--- src/ccs_pkg.sv ---
// Shared constants for the converter clock subsystem model.
// Assumes a single 100 MHz system clock and an 8-bit serial register map.
package ccs_pkg;
  // ----------------------------------------------------------------
  // Register offsets
  // ----------------------------------------------------------------
  localparam logic [11:0] ADDR_CLOCK_NOISE_CONTROL    = 12'h02B;
  localparam logic [11:0] ADDR_PLL_FEEDBACK_DIV_ONE   = 12'h03D;
  localparam logic [11:0] ADDR_PLL_FEEDBACK_DIV_TWO   = 12'h03E;
  localparam logic [11:0] ADDR_PLL_RESET_CONTROL      = 12'h05C;
  localparam logic [11:0] ADDR_VCO_CAL_CONTROL        = 12'h05D;
  localparam logic [11:0] ADDR_VCO_CALIBRATION_STATUS         = 12'h05E;
  localparam logic [11:0] ADDR_LINK_STATUS            = 12'h208;
  localparam logic [11:0] ADDR_REF_OUT_CONTROL        = 12'h030;
  localparam logic [11:0] ADDR_TRIGGER_OUTPUT_CONTROL = 12'h031;
  // ----------------------------------------------------------------
  // Field positions and reset values
  // ----------------------------------------------------------------
  localparam int          BIT_SYNTH_RESET   = 0;
  localparam int          BIT_CAL_ENABLE    = 0;
  localparam int          BIT_CAL_DONE      = 0;
  localparam int          BIT_SYNTH_LOCK    = 0;
  localparam int          BIT_REF_OUT_EN    = 0;
  localparam int          BIT_TRIG_EN       = 0;
  localparam int          BIT_TRIG_SRC_SER  = 1;
  localparam int          LSB_TRIG_DIV      = 4;
  localparam int          LSB_V_DIV         = 4;
  localparam logic [7:0]  RST_SYNTH_RESET   = 8'h01;
  localparam logic [7:0]  RST_DIV_ONE       = 8'h25;
  localparam logic [7:0]  RST_DIV_TWO       = 8'h10;
  localparam logic [7:0]  RST_ZERO          = 8'h00;
  localparam logic [7:0]  RST_REF_OUT       = 8'h01;
  // ----------------------------------------------------------------
  // Supported VCO divisor products
  // ----------------------------------------------------------------
  localparam logic [7:0]  VP_TEN            = 8'h0A;
  localparam logic [7:0]  VP_TWELVE         = 8'h0C;
  localparam logic [7:0]  VP_SIXTEEN        = 8'h10;
  // ----------------------------------------------------------------
  // Timing
  // ----------------------------------------------------------------
  localparam int          CLK_PERIOD_NS     = 10;
  localparam int          CAL_TIME_NS       = 2000;
  localparam int          LOCK_TIME_NS      = 500;
  localparam logic [11:0] CAL_CYCLES        = 12'(CAL_TIME_NS / CLK_PERIOD_NS);
  localparam logic [11:0] LOCK_CYCLES       = 12'(LOCK_TIME_NS / CLK_PERIOD_NS);
  localparam int          POLL_GAP          = 8;

  typedef enum logic [2:0] {
    SYN_RESET   = 3'b000,
    SYN_CAL     = 3'b001,
    SYN_LOCKING = 3'b010,
    SYN_LOCKED  = 3'b011,
    SYN_BYPASS  = 3'b100
  } ccs_synth_state_type;

  typedef enum logic [3:0] {
    HS_IDLE    = 4'h0,
    HS_RST     = 4'h1,
    HS_DIV1    = 4'h2,
    HS_DIV2    = 4'h3,
    HS_NOISE   = 4'h4,
    HS_CALEN   = 4'h5,
    HS_RELEASE = 4'h6,
    HS_POLLCAL = 4'h7,
    HS_POLLLCK = 4'h8,
    HS_WAIT    = 4'h9,
    HS_DONE    = 4'hA,
    HS_FAIL    = 4'hB
  } ccs_host_state_type;

  // Product of prescaler and VCO divider fields
  function automatic logic [7:0] vp_product(input logic [7:0] div_one);
    vp_product = 8'({4'h0, div_one[3:0]} * {4'h0, div_one[7:4]});
  endfunction
endpackage

--- src/ccs_if.sv ---
// Carrier joining the clock subsystem and its configuring host.
// Assumes both ends share i_clk_sys; the testbench drives clk and rst.
`timescale 1ns/10ps
interface ccs_if (
  input wire logic clk,
  input wire logic rst
);
  logic [11:0] addr;
  logic [7:0]  wdata;
  logic        wr;
  logic        rd;
  logic [7:0]  rdata;
  logic        pll_enable_pin;
  logic        single_ended_ref_select_pin;
  logic [1:0]  aux_clock_config_pins;
  logic        power_down_pin;

  modport device (
    input  clk, rst, addr, wdata, wr, rd,
    input  pll_enable_pin, single_ended_ref_select_pin,
    input  aux_clock_config_pins, power_down_pin,
    output rdata
  );
  modport host (
    input  clk, rst, rdata,
    output addr, wdata, wr, rd,
    output pll_enable_pin, single_ended_ref_select_pin,
    output aux_clock_config_pins, power_down_pin
  );
endinterface

--- src/ccs_device.sv ---
// Clock subsystem of the converter: source selection, synthesizer sequencing,
// reference repeat, auxiliary and trigger clock outputs.
// Assumes register access through the ccs_if device modport, one clock domain;
// input clocks are sampled as synchronous levels.
`timescale 1ns/10ps
module ccs_device (
  ccs_if.device      bus,
  input  wire logic  i_clk_sys,
  input  wire logic  i_rst,
  input  wire logic  i_diff_clock_input,
  input  wire logic  i_single_ended_clock_input,
  input  wire logic  i_timestamp_input,
  input  wire logic  i_sysref,
  input  wire logic  i_serial_line_clock,
  output logic       o_sampling_clock,
  output logic       o_sampling_from_synth,
  output logic       o_reference_repeat_output,
  output logic       o_aux_clock_out_c,
  output logic       o_aux_clock_out_d,
  output logic       o_serdes_clock_trigger_output,
  output logic       o_sysref_captured,
  output logic [7:0] o_noise_suppress,
  output logic       o_synth_locked
);
  // ----------------------------------------------------------------
  // Registers
  // ----------------------------------------------------------------
  logic [7:0] noise_q, div_one_q, div_two_q, reset_ctl_q, cal_ctl_q;
  logic [7:0] ref_ctl_q, trig_ctl_q, rdata_q;
  logic       cal_done_q, lock_q, bad_div_q;
  logic [11:0] timer_q;
  logic [7:0]  vp_div;
  ccs_pkg::ccs_synth_state_type state_q;

  assign vp_div = ccs_pkg::vp_product(div_one_q);

  always_ff @(posedge i_clk_sys or posedge i_rst) begin
    if (i_rst) begin
      noise_q     <= ccs_pkg::RST_ZERO;
      div_one_q   <= ccs_pkg::RST_DIV_ONE;
      div_two_q   <= ccs_pkg::RST_DIV_TWO;
      reset_ctl_q <= ccs_pkg::RST_SYNTH_RESET;
      cal_ctl_q   <= ccs_pkg::RST_ZERO;
      ref_ctl_q   <= ccs_pkg::RST_REF_OUT;
      trig_ctl_q  <= ccs_pkg::RST_ZERO;
    end else if (bus.wr) begin
      case (bus.addr)
        ccs_pkg::ADDR_CLOCK_NOISE_CONTROL:    noise_q     <= bus.wdata;
        ccs_pkg::ADDR_PLL_FEEDBACK_DIV_ONE:   div_one_q   <= bus.wdata;
        ccs_pkg::ADDR_PLL_FEEDBACK_DIV_TWO:   div_two_q   <= bus.wdata;
        ccs_pkg::ADDR_PLL_RESET_CONTROL:      reset_ctl_q <= bus.wdata;
        ccs_pkg::ADDR_VCO_CAL_CONTROL:        cal_ctl_q   <= bus.wdata;
        ccs_pkg::ADDR_REF_OUT_CONTROL:        ref_ctl_q   <= bus.wdata;
        ccs_pkg::ADDR_TRIGGER_OUTPUT_CONTROL: trig_ctl_q  <= bus.wdata;
        default: ;
      endcase
    end
  end

  // Read data one cycle after the strobe; unmapped addresses read zero
  always_ff @(posedge i_clk_sys or posedge i_rst) begin
    if (i_rst) begin
      rdata_q <= ccs_pkg::RST_ZERO;
    end else if (bus.rd) begin
      case (bus.addr)
        ccs_pkg::ADDR_CLOCK_NOISE_CONTROL:    rdata_q <= noise_q;
        ccs_pkg::ADDR_PLL_FEEDBACK_DIV_ONE:   rdata_q <= div_one_q;
        ccs_pkg::ADDR_PLL_FEEDBACK_DIV_TWO:   rdata_q <= div_two_q;
        ccs_pkg::ADDR_PLL_RESET_CONTROL:      rdata_q <= reset_ctl_q;
        ccs_pkg::ADDR_VCO_CAL_CONTROL:        rdata_q <= cal_ctl_q;
        ccs_pkg::ADDR_VCO_CALIBRATION_STATUS:         rdata_q <= {7'h00, cal_done_q};
        ccs_pkg::ADDR_LINK_STATUS:            rdata_q <= {7'h00, lock_q};
        ccs_pkg::ADDR_REF_OUT_CONTROL:        rdata_q <= ref_ctl_q;
        ccs_pkg::ADDR_TRIGGER_OUTPUT_CONTROL: rdata_q <= trig_ctl_q;
        default:                              rdata_q <= ccs_pkg::RST_ZERO;
      endcase
    end else begin
      rdata_q <= ccs_pkg::RST_ZERO;
    end
  end
  assign bus.rdata = rdata_q;

  // ----------------------------------------------------------------
  // Synthesizer sequencing
  // ----------------------------------------------------------------
  // Lock is withheld for divisor products outside the supported set,
  // so a host sees a missing lock rather than a wrong rate.
  always_ff @(posedge i_clk_sys or posedge i_rst) begin
    if (i_rst) begin
      bad_div_q <= 1'b0;
    end else begin
      bad_div_q <= !(vp_div == ccs_pkg::VP_TEN || vp_div == ccs_pkg::VP_TWELVE ||
                     vp_div == ccs_pkg::VP_SIXTEEN) || (div_two_q == 8'h00);
    end
  end

  always_ff @(posedge i_clk_sys or posedge i_rst) begin
    if (i_rst) begin
      state_q    <= ccs_pkg::SYN_RESET;
      timer_q    <= 12'h000;
      cal_done_q <= 1'b0;
      lock_q     <= 1'b0;
    end else if (!bus.pll_enable_pin || bus.power_down_pin) begin
      state_q    <= ccs_pkg::SYN_BYPASS;
      cal_done_q <= 1'b0;
      lock_q     <= 1'b0;
    end else if (reset_ctl_q[ccs_pkg::BIT_SYNTH_RESET]) begin
      state_q    <= ccs_pkg::SYN_RESET;
      cal_done_q <= 1'b0;
      lock_q     <= 1'b0;
    end else begin
      case (state_q)
        ccs_pkg::SYN_RESET, ccs_pkg::SYN_BYPASS: begin
          timer_q <= 12'h000;
          if (cal_ctl_q[ccs_pkg::BIT_CAL_ENABLE]) begin
            state_q <= ccs_pkg::SYN_CAL;
          end else begin
            cal_done_q <= 1'b1;
            state_q    <= ccs_pkg::SYN_LOCKING;
          end
        end
        ccs_pkg::SYN_CAL: begin
          timer_q <= timer_q + 12'h001;
          if (timer_q == ccs_pkg::CAL_CYCLES - 12'h001) begin
            cal_done_q <= 1'b1;
            timer_q    <= 12'h000;
            state_q    <= ccs_pkg::SYN_LOCKING;
          end
        end
        ccs_pkg::SYN_LOCKING: begin
          if (!bad_div_q) begin
            timer_q <= timer_q + 12'h001;
          end
          if (!bad_div_q && timer_q == ccs_pkg::LOCK_CYCLES - 12'h001) begin
            lock_q  <= 1'b1;
            state_q <= ccs_pkg::SYN_LOCKED;
          end
        end
        ccs_pkg::SYN_LOCKED: lock_q <= 1'b1;
        default: state_q <= ccs_pkg::SYN_RESET;
      endcase
    end
  end

  // ----------------------------------------------------------------
  // Clock selection and outputs
  // ----------------------------------------------------------------
  logic ref_sel, synth_clk_q, ser_clk;
  logic [1:0] aux_div_q;
  logic [7:0] trig_cnt_q;
  logic trig_clk_q;
  logic [1:0] aux_mode;

  // Reference from single-ended pin whenever its select pin is high, in bypass too
  assign ref_sel = bus.single_ended_ref_select_pin ? i_single_ended_clock_input
                                                   : i_diff_clock_input;
  // Serializer clock is the line clock gated by the sampling source
  assign ser_clk = i_serial_line_clock & o_sampling_clock;
  assign aux_mode = bus.aux_clock_config_pins;

  always_ff @(posedge i_clk_sys or posedge i_rst) begin
    if (i_rst) begin
      synth_clk_q <= 1'b0;
    end else if (lock_q) begin
      synth_clk_q <= ~synth_clk_q;
    end else begin
      synth_clk_q <= 1'b0;
    end
  end

  always_ff @(posedge i_clk_sys or posedge i_rst) begin
    if (i_rst) begin
      aux_div_q <= 2'h0;
    end else if (ref_sel) begin
      aux_div_q <= aux_div_q + 2'h1;
    end
  end

  always_ff @(posedge i_clk_sys or posedge i_rst) begin
    if (i_rst) begin
      trig_cnt_q <= 8'h00;
      trig_clk_q <= 1'b0;
    end else if (ser_clk) begin
      if (trig_cnt_q + 8'h01 >= {4'h0, trig_ctl_q[7:ccs_pkg::LSB_TRIG_DIV]}) begin
        trig_cnt_q <= 8'h00;
        trig_clk_q <= ~trig_clk_q;
      end else begin
        trig_cnt_q <= trig_cnt_q + 8'h01;
      end
    end
  end

  always_ff @(posedge i_clk_sys or posedge i_rst) begin
    if (i_rst) begin
      o_sampling_clock              <= 1'b0;
      o_sampling_from_synth         <= 1'b0;
      o_reference_repeat_output     <= 1'b0;
      o_aux_clock_out_c             <= 1'b0;
      o_aux_clock_out_d             <= 1'b0;
      o_serdes_clock_trigger_output <= 1'b0;
      o_sysref_captured             <= 1'b0;
      o_noise_suppress              <= 8'h00;
      o_synth_locked                <= 1'b0;
    end else begin
      o_sampling_from_synth <= bus.pll_enable_pin;
      o_sampling_clock      <= bus.pll_enable_pin ? synth_clk_q
                                                  : i_diff_clock_input;
      o_sysref_captured     <= i_sysref;
      o_noise_suppress      <= noise_q;
      o_synth_locked        <= lock_q;
      o_reference_repeat_output <= ref_sel & bus.pll_enable_pin & ~bus.power_down_pin &
                                   ref_ctl_q[ccs_pkg::BIT_REF_OUT_EN];
      if (bus.power_down_pin) begin
        o_aux_clock_out_c <= 1'b0;
        o_aux_clock_out_d <= 1'b0;
      end else begin
        case (aux_mode)
          2'h1:    o_aux_clock_out_c <= ref_sel;
          2'h2:    o_aux_clock_out_c <= aux_div_q[0];
          2'h3:    o_aux_clock_out_c <= aux_div_q[1];
          default: o_aux_clock_out_c <= 1'b0;
        endcase
        o_aux_clock_out_d <= (aux_mode != 2'h0) & ref_sel;
      end
      if (bus.power_down_pin || !trig_ctl_q[ccs_pkg::BIT_TRIG_EN]) begin
        o_serdes_clock_trigger_output <= 1'b0;
      end else if (trig_ctl_q[ccs_pkg::BIT_TRIG_SRC_SER]) begin
        o_serdes_clock_trigger_output <= trig_clk_q;
      end else begin
        o_serdes_clock_trigger_output <= i_timestamp_input;
      end
    end
  end
endmodule // ccs_device

--- src/flat_wrapper.sv ---
// flat-port wrapper written by rule: the top's interface ports become plain ports
module ccs_device_flat 
  (i_clk_sys, i_rst, i_diff_clock_input, i_single_ended_clock_input, i_timestamp_input, i_sysref, i_serial_line_clock, o_sampling_clock, o_sampling_from_synth, o_reference_repeat_output, o_aux_clock_out_c, o_aux_clock_out_d, o_serdes_clock_trigger_output, o_sysref_captured, o_noise_suppress, o_synth_locked, clk, rst, bus_addr, bus_wdata, bus_wr, bus_rd, bus_pll_enable_pin, bus_single_ended_ref_select_pin, bus_aux_clock_config_pins, bus_power_down_pin, bus_rdata);
  ccs_if bus_i (.clk(clk), .rst(rst));
  input  wire logic i_clk_sys;
  input  wire logic i_rst;
  input  wire logic i_diff_clock_input;
  input  wire logic i_single_ended_clock_input;
  input  wire logic i_timestamp_input;
  input  wire logic i_sysref;
  input  wire logic i_serial_line_clock;
  output logic o_sampling_clock;
  output logic o_sampling_from_synth;
  output logic o_reference_repeat_output;
  output logic o_aux_clock_out_c;
  output logic o_aux_clock_out_d;
  output logic o_serdes_clock_trigger_output;
  output logic o_sysref_captured;
  output logic [7:0] o_noise_suppress;
  output logic o_synth_locked;
  input wire logic clk;
  input wire logic rst;
  input wire logic [$bits(bus_i.addr)-1:0] bus_addr;
  input wire logic [$bits(bus_i.wdata)-1:0] bus_wdata;
  input wire logic [$bits(bus_i.wr)-1:0] bus_wr;
  input wire logic [$bits(bus_i.rd)-1:0] bus_rd;
  input wire logic [$bits(bus_i.pll_enable_pin)-1:0] bus_pll_enable_pin;
  input wire logic [$bits(bus_i.single_ended_ref_select_pin)-1:0] bus_single_ended_ref_select_pin;
  input wire logic [$bits(bus_i.aux_clock_config_pins)-1:0] bus_aux_clock_config_pins;
  input wire logic [$bits(bus_i.power_down_pin)-1:0] bus_power_down_pin;
  output wire logic [$bits(bus_i.rdata)-1:0] bus_rdata;
  assign bus_i.addr = bus_addr;
  assign bus_i.wdata = bus_wdata;
  assign bus_i.wr = bus_wr;
  assign bus_i.rd = bus_rd;
  assign bus_i.pll_enable_pin = bus_pll_enable_pin;
  assign bus_i.single_ended_ref_select_pin = bus_single_ended_ref_select_pin;
  assign bus_i.aux_clock_config_pins = bus_aux_clock_config_pins;
  assign bus_i.power_down_pin = bus_power_down_pin;
  assign bus_rdata = bus_i.rdata;
  ccs_device u_core (.bus(bus_i), .i_clk_sys(i_clk_sys), .i_rst(i_rst), .i_diff_clock_input(i_diff_clock_input), .i_single_ended_clock_input(i_single_ended_clock_input), .i_timestamp_input(i_timestamp_input), .i_sysref(i_sysref), .i_serial_line_clock(i_serial_line_clock), .o_sampling_clock(o_sampling_clock), .o_sampling_from_synth(o_sampling_from_synth), .o_reference_repeat_output(o_reference_repeat_output), .o_aux_clock_out_c(o_aux_clock_out_c), .o_aux_clock_out_d(o_aux_clock_out_d), .o_serdes_clock_trigger_output(o_serdes_clock_trigger_output), .o_sysref_captured(o_sysref_captured), .o_noise_suppress(o_noise_suppress), .o_synth_locked(o_synth_locked));
endmodule
--- config.mk ---
export PLATFORM = sky130hd
export DESIGN_NAME = ccs_device_flat
export DESIGN_NICKNAME = d
export VERILOG_FILES = /design/src/ccs_pkg.sv /design/src/ccs_if.sv /design/src/ccs_device.sv /design/src/flat_wrapper.sv
export SDC_FILE = /design/constraint.sdc
export NUM_CORES = 1
export LEC_CHECK = 0
export ABC_AREA = 0
export BUFFER_PORTS_ARGS = -buffer_cell sky130_fd_sc_hd__clkbuf_2
export CAP_MARGIN = 15
export CORE_UTILIZATION = 45
export CTS_CLUSTER_DIAMETER = 150
export CTS_CLUSTER_SIZE = 14
export DETAILED_ROUTE_END_ITERATION = 7
export PLACE_DENSITY = 0.66
export SYNTH_ARGS = -nofsm -noshare
export SYNTH_HDL_FRONTEND = slang
export SYNTH_SLANG_ARGS = --single-unit
export TNS_END_PERCENT = 100
--- constraint.sdc ---
create_clock -name i_clk_sys -period 3.4 [get_ports i_clk_sys]
set_clock_uncertainty 0.1 [all_clocks]
set_input_delay 0.68 -clock i_clk_sys [delete_from_list [all_inputs] [get_ports i_clk_sys]]
set_output_delay 0.68 -clock i_clk_sys [all_outputs]
set_load 0.05 [all_outputs]
==> impl_metrics.env, run 1 <==
export IMPL_antenna_found_initial=0
export IMPL_clockRootBuffer="clkbuf_16"
export IMPL_cp_required_ps=3540
export IMPL_fillers=1064
export IMPL_synthToLayoutAreaGrowth_pct=15.00
export IMPL_drt_iter0_drc=247
export IMPL_hold_buffers=0
export IMPL_endpoint_kind="flip-flop"
export IMPL_yosysWarnings=0
export IMPL_syn_instance_count=481
export IMPL_cp_common_cell="fa_1"
export IMPL_cts_buffer_depth=2
export IMPL_vias_per_cell=5.426
export IMPL_cp_arrival_ps=3360
export IMPL_place_inst=703
export IMPL_port_buffers=57
export IMPL_initial_core_util_pct=46.35
export IMPL_cts_tree="done"
export IMPL_fin_setup_tns_ps=0
export IMPL_critPathKind="flip-flop to flip-flop"
export IMPL_mostFrequentLayoutCell="dfrtp_1"
export IMPL_path_clk_slew_ps=80
export IMPL_fmax_mhz=311.1
export IMPL_path_max_fanout=5
export IMPL_dpl_hpwl_um=8760
export IMPL_final_cell_mix="dfrtp_1, clkbuf_2, mux2_1"
export IMPL_synthArstFlopShare_pct=100.0
export IMPL_cellPowerDensity_nw_per_um2=420.9
export IMPL_nets=607
export IMPL_finalHoldViolCount=0
export IMPL_crit_chain="nand2_2, fa_1, fa_1, inv_1, ha_1, a21oi_2, nor2b_1, or4_1, a2111o_1"
export IMPL_clk_latency_ps=360
export IMPL_design_area_um2=6429
export IMPL_maxSlewHeadroom_pct=46.66
export IMPL_routed_wl_um=12080
export IMPL_period_share_pct=94.54
export IMPL_vias=3912
export IMPL_core_um2=12060
export IMPL_hp_class="flip-flop to flip-flop"
export IMPL_vdd_ir_drop_max_v=0.0002160
export IMPL_r2r_start="u_core.div_one_q[2]$_DFFE_PP1P_"
export IMPL_ios=60
export IMPL_syn_cell_area_um2=5590
export IMPL_max_cap_violations=0
export IMPL_yosysSeqAreaShare_pct=49.37
export IMPL_drc=0
export IMPL_dieArea_um2=12870
export IMPL_grt_setup_unrepaired="false"
export IMPL_n_antenna_cell=0
export IMPL_syn_nets=540
export IMPL_syn_avg_cell_area_um2=11.62
export IMPL_die_y_um=113.5
export IMPL_status="finished, final reports clean"
export IMPL_antenna_left=0
export IMPL_ys_seq_elements=110
export IMPL_grt_max_degree=111
export IMPL_gp_congestion=0.8328
export IMPL_placementRows=40
export IMPL_dpl_cell_area_um2=6116
export IMPL_drive_gt1_share_pct=23.33
export IMPL_startpoint="u_core.div_one_q[2]$_DFFE_PP1P_"
export IMPL_dr_pass1_iters=4
export IMPL_wl_per_cell_um=16.75
export IMPL_grt_pass1_vias=3967
export IMPL_fin_cells=721
export IMPL_synth_distinct_cells=62
export IMPL_grt_util_all_layers_pct=20.62
export IMPL_synth_ff_type="dfrtp_1"
export IMPL_h_tree_depth=3
export IMPL_numCtsBuffers=9
export IMPL_fin_crit_ps=3214
export IMPL_drv_slew=0
export IMPL_setup_violations=0
export IMPL_cts_sink_count=110
export IMPL_worstMarginPinSlew_ps=794.8
export IMPL_worstSetupStartpointType="flip-flop"
export IMPL_cp_slowest_stage_delay_ps=580
export IMPL_grt_first_pass_wirelength_um=20340
export IMPL_holdCritStartpoint="u_core.noise_q[0]$_DFFE_PP0P_"
export IMPL_synth_edf_count=0
export IMPL_gr_total_overflow=0
export IMPL_die_w_um=113.5
export IMPL_leakage_uw=0.003084
export IMPL_cpMaxStageDelayCell="dfstp_2"
-- area by class of cell --
| type | instances | area, um2 | area share, % |
|---|---|---|---|
| Inverter | 19 | 75.07 | 1.168 |
| Multi-Input combinational cell | 341 | 2719 | 42.29 |
| Clock buffer | 10 | 229.0 | 3.562 |
| Clock inverter | 6 | 62.56 | 0.9731 |
| Sequential cell | 110 | 2760 | 42.94 |
| Tap cell | 168 | 210.2 | 3.270 |
| Timing Repair Buffer | 67 | 372.9 | 5.800 |
-- synthesized netlist by cell type (all sizes together), types with 3 or more instances --
cell type  count  area (um2)
dfrtp        104        2603
mux2          65       732.0
nor2          32       137.6
nand2         31       118.9
a21oi         20       100.1
ha            19       237.7
inv           19       71.32
and2          14       87.58
xnor2         13       113.9
nand3         12       70.07
a22oi         11       82.58
nor3          10       50.05
nand4          8       65.06
nor2b          8       50.05
nor4           8       71.32
o21ai          8       40.04
a22o           7       61.31
mux2i          7       70.07
clkbuf         6       22.52
dfstp          6       157.7
nand2b         6       37.54
a21o           5       37.54
buf            5       23.77
nor3b          5       48.80
xor2           5       43.79
fa             4       80.08
o22ai          4       25.02
a2111o         3       33.78
a221oi         3       26.28
nand3b         3       22.52
nand4b         3       41.29
or3            3       18.77
or4            3       30.03
-- where the power goes --
part / internal [uW] / total, uW / switching, uW / leakage (uW)
combinational: 109 / 271 / 163 / 0.00146
clock: 517 / 1030 / 516 / 0.000136
sequential: 1350 / 1400 / 47.8 / 0.00149
total: 1980 / 2710 / 727 / 0.00308
-- cells by family after synthesis --
kind of cell             count (synthesis)  share of synthesized area (%)
AO/OA/AOI/OAI                           76                          9.378
XOR/XNOR                                18                          2.820
adder cells (fa/ha/maj)                 23                          5.685
buffers and inverters                   30                          2.104
flip-flops                             110                          49.37
multiplexers                            72                          14.35
AND/OR/NAND/NOR                        152                          16.29
-- worst paths after layout --
path | end | slack [ps] | cells past startpoint
worst max-delay path | u_core.bad_div_q$_DFF_PP0_ | 190 | 9
worst min-delay path | u_core.o_noise_suppress[0]$_DFF_PP0_ | 300 | 0
worst max register to register | u_core.bad_div_q$_DFF_PP0_ | 190 | 9
worst min register to register | u_core.o_noise_suppress[0]$_DFF_PP0_ | 300 | 0
max in group asynchronous | u_core.div_one_q[0]$_DFFE_PP1P_ | 2410 | 3
min in group asynchronous | u_core.o_sampling_clock$_DFF_PP0_ | 370 | 3
-- what timing repair did --
item / 4_1_cts / 5_1_grt
setup buffers: 0 / 2
setup endpoints to repair: 0 / 1
gates resized for setup: 0 / 2
-- critical path: cells and delay by family (launching register included) --
kind / cells / cell delay, ps
DFF: 1 / 580
adders and majority gates: 3 / 1340
AOI/OAI and AO/OA: 2 / 510
and+or+nand+nor: 3 / 520
buffers and inverters: 1 / 50
-- metal layers --
layer | wire, um | global-route usage, % | vias to the layer above
met5 | 0 | 0 | -
li1 | - | - | 1884
met1 | 5755 | 27.63 | 1942
met2 | 5661 | 33.05 | 71
met3 | 423 | 3.613 | 15
met4 | 238 | 8.772 | 0
-- sequential cells by signal, summed over array words and instances, names as in the netlist, 2 cells and up --
register / cells
u_core.timer_q: 12
u_core.bus.rdata: 8
u_core.cal_ctl_q: 8
u_core.div_one_q: 8
u_core.div_two_q: 8
u_core.noise_q: 8
u_core.o_noise_suppress: 8
u_core.ref_ctl_q: 8
u_core.reset_ctl_q: 8
u_core.trig_cnt_q: 8
u_core.trig_ctl_q: 8
u_core.state_q: 3
u_core.aux_div_q: 2
-- stage by stage --
step | hold WS, ps | setup WS, ps | utilization, % | power [uW]
global placement | 291.3 | 71.89 | 50.71 | 1691
CTS | 307.2 | 24.82 | 53.12 | 2744
detailed placement | 288.1 | 41.39 | 50.71 | 1698
floorplan | 270.1 | 121.8 | - | 1607
global route | 320.1 | 14.46 | 53.30 | 2838
finish | 304.8 | 185.8 | 53.30 | 2706
Note: power is estimated with default switching activity, not from simulation.
==> inputs of run 2 (changes only) <==
- CAP_MARGIN: 15 -> 20
- CORE_UTILIZATION: 45 -> 53
- PLACE_DENSITY: 0.66 -> 0.76
- RECOVER_POWER: unset -> 25
==> impl_metrics.env, run 2 (same netlist as run 1, synthesis figures left out) <==
export IMPL_fin_crit_ps=3273
export IMPL_dieArea_um2=10960
export IMPL_rr_worst_depth=9
export IMPL_finalHoldViolCount=0
export IMPL_nets=606
export IMPL_fmax_mhz=305.5
export IMPL_synthToLayoutAreaGrowth_pct=12.06
export IMPL_grt_max_degree=111
export IMPL_routed_wl_um=11790
export IMPL_cp_arrival_ps=3440
export IMPL_initial_core_util_pct=54.39
export IMPL_drive_gt1_share_pct=22.64
export IMPL_path_max_fanout=6
export IMPL_p_comb_share_pct=11.1
export IMPL_grt_util_all_layers_pct=23.41
export IMPL_gp_congestion=0.8312
export IMPL_hold_path_depth=1
export IMPL_clk_latency_ps=390
export IMPL_pwr_share_clk_pct=31.9
export IMPL_period_share_pct=96.27
export IMPL_vias_per_cell=5.782
export IMPL_setup_violations=0
export IMPL_drc=0
export IMPL_numCtsBuffers=9
export IMPL_placementRows=37
export IMPL_violations="capacitance limit, slew limit"
export IMPL_cellPowerDensity_nw_per_um2=391.9
export IMPL_grt_setup_unrepaired="false"
export IMPL_hp_class="input port to flip-flop"
export IMPL_port_buffers=57
export IMPL_r2r_slack_ps=130
export IMPL_wl_per_cell_um=17.13
export IMPL_leakage_uw=0.003028
export IMPL_antenna_found_initial=0
export IMPL_antenna_left=0
export IMPL_h_tree_depth=3
export IMPL_top_register="u_core.timer_q"
export IMPL_die_w_um=104.7
export IMPL_core_um2=10280
export IMPL_largest_register_ffs=12
export IMPL_hold_end="u_core.o_sysref_captured$_DFF_PP0_"
export IMPL_setup_ws_ps=127.0
export IMPL_timing_rr_end="u_core.bad_div_q$_DFF_PP0_"
export IMPL_ios=60
export IMPL_gr_total_overflow=0
export IMPL_clockRootBuffer="clkbuf_8"
export IMPL_grt_first_pass_wirelength_um=20000
export IMPL_dr_pass1_iters=4
export IMPL_cts_sink_count=110
export IMPL_max_cap_violations=1
export IMPL_endpoint_kind="flip-flop"
export IMPL_holdCritStartpoint="i_sysref"
export IMPL_cts_tree="done"
export IMPL_mostFrequentLayoutCell="dfrtp_1"
export IMPL_regArea_um2=2760
export IMPL_drt_iter0_drc=226
export IMPL_fin_util_pct=60.96
export IMPL_dpl_hpwl_um=8577
export IMPL_place_worst_setup_slack_ps=2.433
export IMPL_grt_pass1_vias=4019
export IMPL_vdd_ir_drop_max_v=0.0002088
export IMPL_maxSlewHeadroom_pct=-57.42
export IMPL_status="complete, but fails checks"
export IMPL_final_cell_mix="dfrtp_1, clkbuf_2, mux2_1"
export IMPL_multi_input_area_um2=2719
export IMPL_power_frac_seq_pct=57.1
export IMPL_cp_required_ps=3570
export IMPL_worstSetupStartpointType="flip-flop"
export IMPL_r2r_start="u_core.div_one_q[2]$_DFFE_PP1P_"
export IMPL_fillers=853
export IMPL_worstMarginPinSlew_ps=2361
export IMPL_cts_buffer_depth=2
export IMPL_drv_slew=111
export IMPL_power_switching_uw=705.4
export IMPL_swShare_pct=28.73
export IMPL_fin_setup_tns_ps=0
export IMPL_internal_power_uw=1750
export IMPL_die_y_um=104.7
export IMPL_vias=3978
export IMPL_path_clk_slew_ps=100
export IMPL_critPathKind="flip-flop to flip-flop"
export IMPL_n_antenna_cell=0
run 2: metrics by stage:
stage | area [um2] | hold WS [ps] | std cells | total power (uW)
3_3_place_gp | 6068 | 290.3 | 670 | 1688
5_1_grt | 6265 | 283.8 | 688 | 2574
2_1_floorplan | 5594 | 270.1 | 481 | 1607
6_report | 6265 | 300.1 | 688 | 2455
4_1_cts | 6270 | 288.6 | 687 | 2484
3_5_place_dp | 6068 | 288.7 | 670 | 1703
run 2: cell type report:
class | count | area share [%]
Timing Repair Buffer | 66 | 5.532
Sequential cell | 110 | 44.06
Clock inverter | 7 | 1.118
Inverter | 19 | 1.198
Tap cell | 136 | 2.716
Clock buffer | 9 | 1.977
Multi-Input combinational cell | 341 | 43.40
run 2: metal layers:
metal / up-vias / GRT usage [%] / share of wire (%) / wire length, um
met5: - / 0 / 0 / 0
met4: 0 / 7.344 / 1.8 / 208
met3: 17 / 3.805 / 4.5 / 528
met2: 102 / 38.41 / 48 / 5674
met1: 1986 / 31.98 / 46 / 5374
li1: 1873 / - / - / -
run 2: how the worst max path moves through the flow:
stage	startpoint	to	slack [ps]
floorplan	u_core.div_one_q[0]$_DFFE_PP1P_	u_core.bad_div_q$_DFF_PP0_	120
global placement	u_core.div_one_q[0]$_DFFE_PP1P_	u_core.bad_div_q$_DFF_PP0_	80
detailed placement	u_core.div_one_q[0]$_DFFE_PP1P_	u_core.bad_div_q$_DFF_PP0_	2
CTS	u_core.div_one_q[0]$_DFFE_PP1P_	u_core.bad_div_q$_DFF_PP0_	40
global route	u_core.div_one_q[2]$_DFFE_PP1P_	u_core.bad_div_q$_DFF_PP0_	8
finish	u_core.div_one_q[2]$_DFFE_PP1P_	u_core.bad_div_q$_DFF_PP0_	130
run 2: what timing repair did:
| action | CTS | global route |
|---|---|---|
| hold buffers | 0 | 0 |
| setup buffers | 1 | 1 |
| gates cloned | 0 | 0 |
| setup endpoints to repair | 1 | 1 |
| gates resized for setup | 0 | 2 |
| pin swaps | 0 | 4 |
run 2: power groups by stage:
stage | Sequential (uW) | Combinational (uW) | Clock (uW)
floorplan | 1430 | 175 | 0
global placement | 1420 | 265 | 0
detailed placement | 1430 | 277 | 0
CTS | 1400 | 278 | 805
global route | 1410 | 309 | 855
finish | 1400 | 272 | 783
run 2: critical path, stage by stage (launching register included):
cell,delay [ps]
dfstp_2,600
nand2_2,80
fa_1,470
fa_1,540
inv_1,50
ha_1,290
a21oi_2,120
nor2b_1,60
or4_1,470
a2111o_1,380
==> inputs of run 3 (changes only) <==
- SETUP_SLACK_MARGIN: unset -> 0.2
==> impl_metrics.env, run 3 (same netlist as run 1, synthesis figures left out) <==
export IMPL_regArea_um2=2760
export IMPL_place_worst_setup_slack_ps=67.29
export IMPL_worstSetupStartpointType="flip-flop"
export IMPL_ios=60
export IMPL_final_cell_mix="dfrtp_1, clkbuf_2, mux2_1"
export IMPL_placementRows=37
export IMPL_setup_ws_ps=250.4
export IMPL_antenna_found_initial=0
export IMPL_gr_total_overflow=0
export IMPL_dpl_hpwl_um=8884
export IMPL_drt_iter0_drc=237
export IMPL_max_cap_violations=1
export IMPL_cp_depth=9
export IMPL_period_share_pct=92.64
export IMPL_fmax_mhz=317.5
export IMPL_cellPowerDensity_nw_per_um2=391.4
export IMPL_endpoint_kind="flip-flop"
export IMPL_grt_util_all_layers_pct=23.63
export IMPL_rr_worst_depth=9
export IMPL_path_max_fanout=2
export IMPL_core_um2=10280
export IMPL_leakage_uw=0.003028
export IMPL_fillers=853
export IMPL_routed_wl_um=12230
export IMPL_port_buffers=57
export IMPL_gp_congestion=0.8486
export IMPL_critPathKind="flip-flop to flip-flop"
export IMPL_vdd_ir_drop_max_v=0.0003070
export IMPL_grt_pass1_vias=4050
export IMPL_vias=4085
export IMPL_status="complete, but fails checks"
export IMPL_clk_latency_ps=380
export IMPL_grt_setup_unrepaired="true"
export IMPL_nets=605
export IMPL_cts_tree="done"
export IMPL_cp_required_ps=3550
export IMPL_maxSlewHeadroom_pct=-4.314
export IMPL_violations="capacitance limit, slew limit"
export IMPL_synthToLayoutAreaGrowth_pct=12.47
export IMPL_multi_input_area_um2=2739
export IMPL_initial_core_util_pct=54.39
export IMPL_grt_first_pass_wirelength_um=20370
export IMPL_hold_buffers=0
export IMPL_clockRootBuffer="clkbuf_8"
export IMPL_die_y_um=104.7
export IMPL_dieArea_um2=10960
export IMPL_vias_per_cell=5.946
export IMPL_worstMarginPinSlew_ps=1556
export IMPL_fin_crit_ps=3150
export IMPL_hp_class="input port to flip-flop"
export IMPL_cp_arrival_ps=3300
export IMPL_path_clk_slew_ps=100
export IMPL_n_antenna_cell=0
export IMPL_cts_buffer_depth=2
export IMPL_grt_max_degree=76
export IMPL_cp_num_buf_inv=1
export IMPL_drive_gt1_share_pct=23.59
export IMPL_setup_violations=0
export IMPL_cts_sink_count=110
export IMPL_cpMaxStageDelayCell="fa_2"
export IMPL_crit_family="adder cells"
export IMPL_drv_slew=37
export IMPL_mostFrequentLayoutCell="dfrtp_1"
export IMPL_fin_setup_tns_ps=0
export IMPL_die_w_um=104.7
export IMPL_hold_path_depth=1
export IMPL_numCtsBuffers=9
export IMPL_cp_slowest_stage_delay_ps=580
export IMPL_crit_chain="nand2_2, fa_1, fa_2, inv_2, ha_4, a21oi_2, nor2b_1, or4_1, a2111o_1"
export IMPL_wl_per_cell_um=17.80
export IMPL_h_tree_depth=3
export IMPL_top_register="u_core.timer_q"
export IMPL_antenna_left=0
export IMPL_dr_pass1_iters=5
export IMPL_finalHoldViolCount=0
export IMPL_largest_register_ffs=12
export IMPL_drc=0
## run 3: power by group
group | switching, uW | internal (uW)
combinational | 167 | 106
sequential | 47.2 | 1350
clock | 495 | 292
total | 709 | 1750
## run 3: per-layer routing
metal	vias to the layer above	part of all wire, %	global-route usage [%]
met1	2067	44	30.70
met3	16	4.6	4.866
met5	-	0	0
met4	0	1.3	5.634
met2	128	50	40.59
li1	1874	-	-
## run 3: worst reg2reg max path, stage by stage (launching register included)
cell	delay, ps
dfstp_2	570
nand2_2	60
fa_1	490
fa_2	580
inv_2	50
ha_4	200
a21oi_2	100
nor2b_1	60
or4_1	390
a2111o_1	430
## run 3: layout make-up
class | count | area share, %
multi-input combinational | 341 | 43.56
clock buffer | 9 | 1.970
clock inverter | 7 | 1.254
timing repair buffer | 65 | 5.453
inverter | 19 | 1.154
tap | 136 | 2.706
sequential | 110 | 43.90
## run 3: per-stage QoR
step	hold slack [ps]	total power (uW)	instances	instance area (um2)	utilization, %
5_1_grt	298.3	2555	687	6287	61.18
2_1_floorplan	270.1	1608	481	5597	-
3_3_place_gp	293.4	1689	668	6056	58.92
6_report	311.0	2461	687	6287	61.18
4_1_cts	304.0	2481	687	6284	61.14
3_5_place_dp	288.0	1701	668	6056	58.92
## run 3: path summary, 6_finish.rpt
check / slack [ps] / endpoint / startpoint
max: 250 / u_core.bad_div_q$_DFF_PP0_ / u_core.div_one_q[5]$_DFFE_PP1P_
min: 310 / u_core.o_sysref_captured$_DFF_PP0_ / i_sysref
max reg2reg: 250 / u_core.bad_div_q$_DFF_PP0_ / u_core.div_one_q[5]$_DFFE_PP1P_
min reg2reg: 310 / u_core.o_noise_suppress[7]$_DFF_PP0_ / u_core.noise_q[7]$_DFFE_PP0P_
max in group asynchronous: 980 / u_core.reset_ctl_q[1]$_DFFE_PP0P_ / i_rst
min in group asynchronous: 530 / u_core.aux_div_q[1]$_DFFE_PP0P_ / i_rst
## run 3: what timing repair did
action	in CTS	in global routing
endpoints found under the setup margin	1	1
setup buffers	3	0
pin swaps	6	5
gates resized for setup	1	5
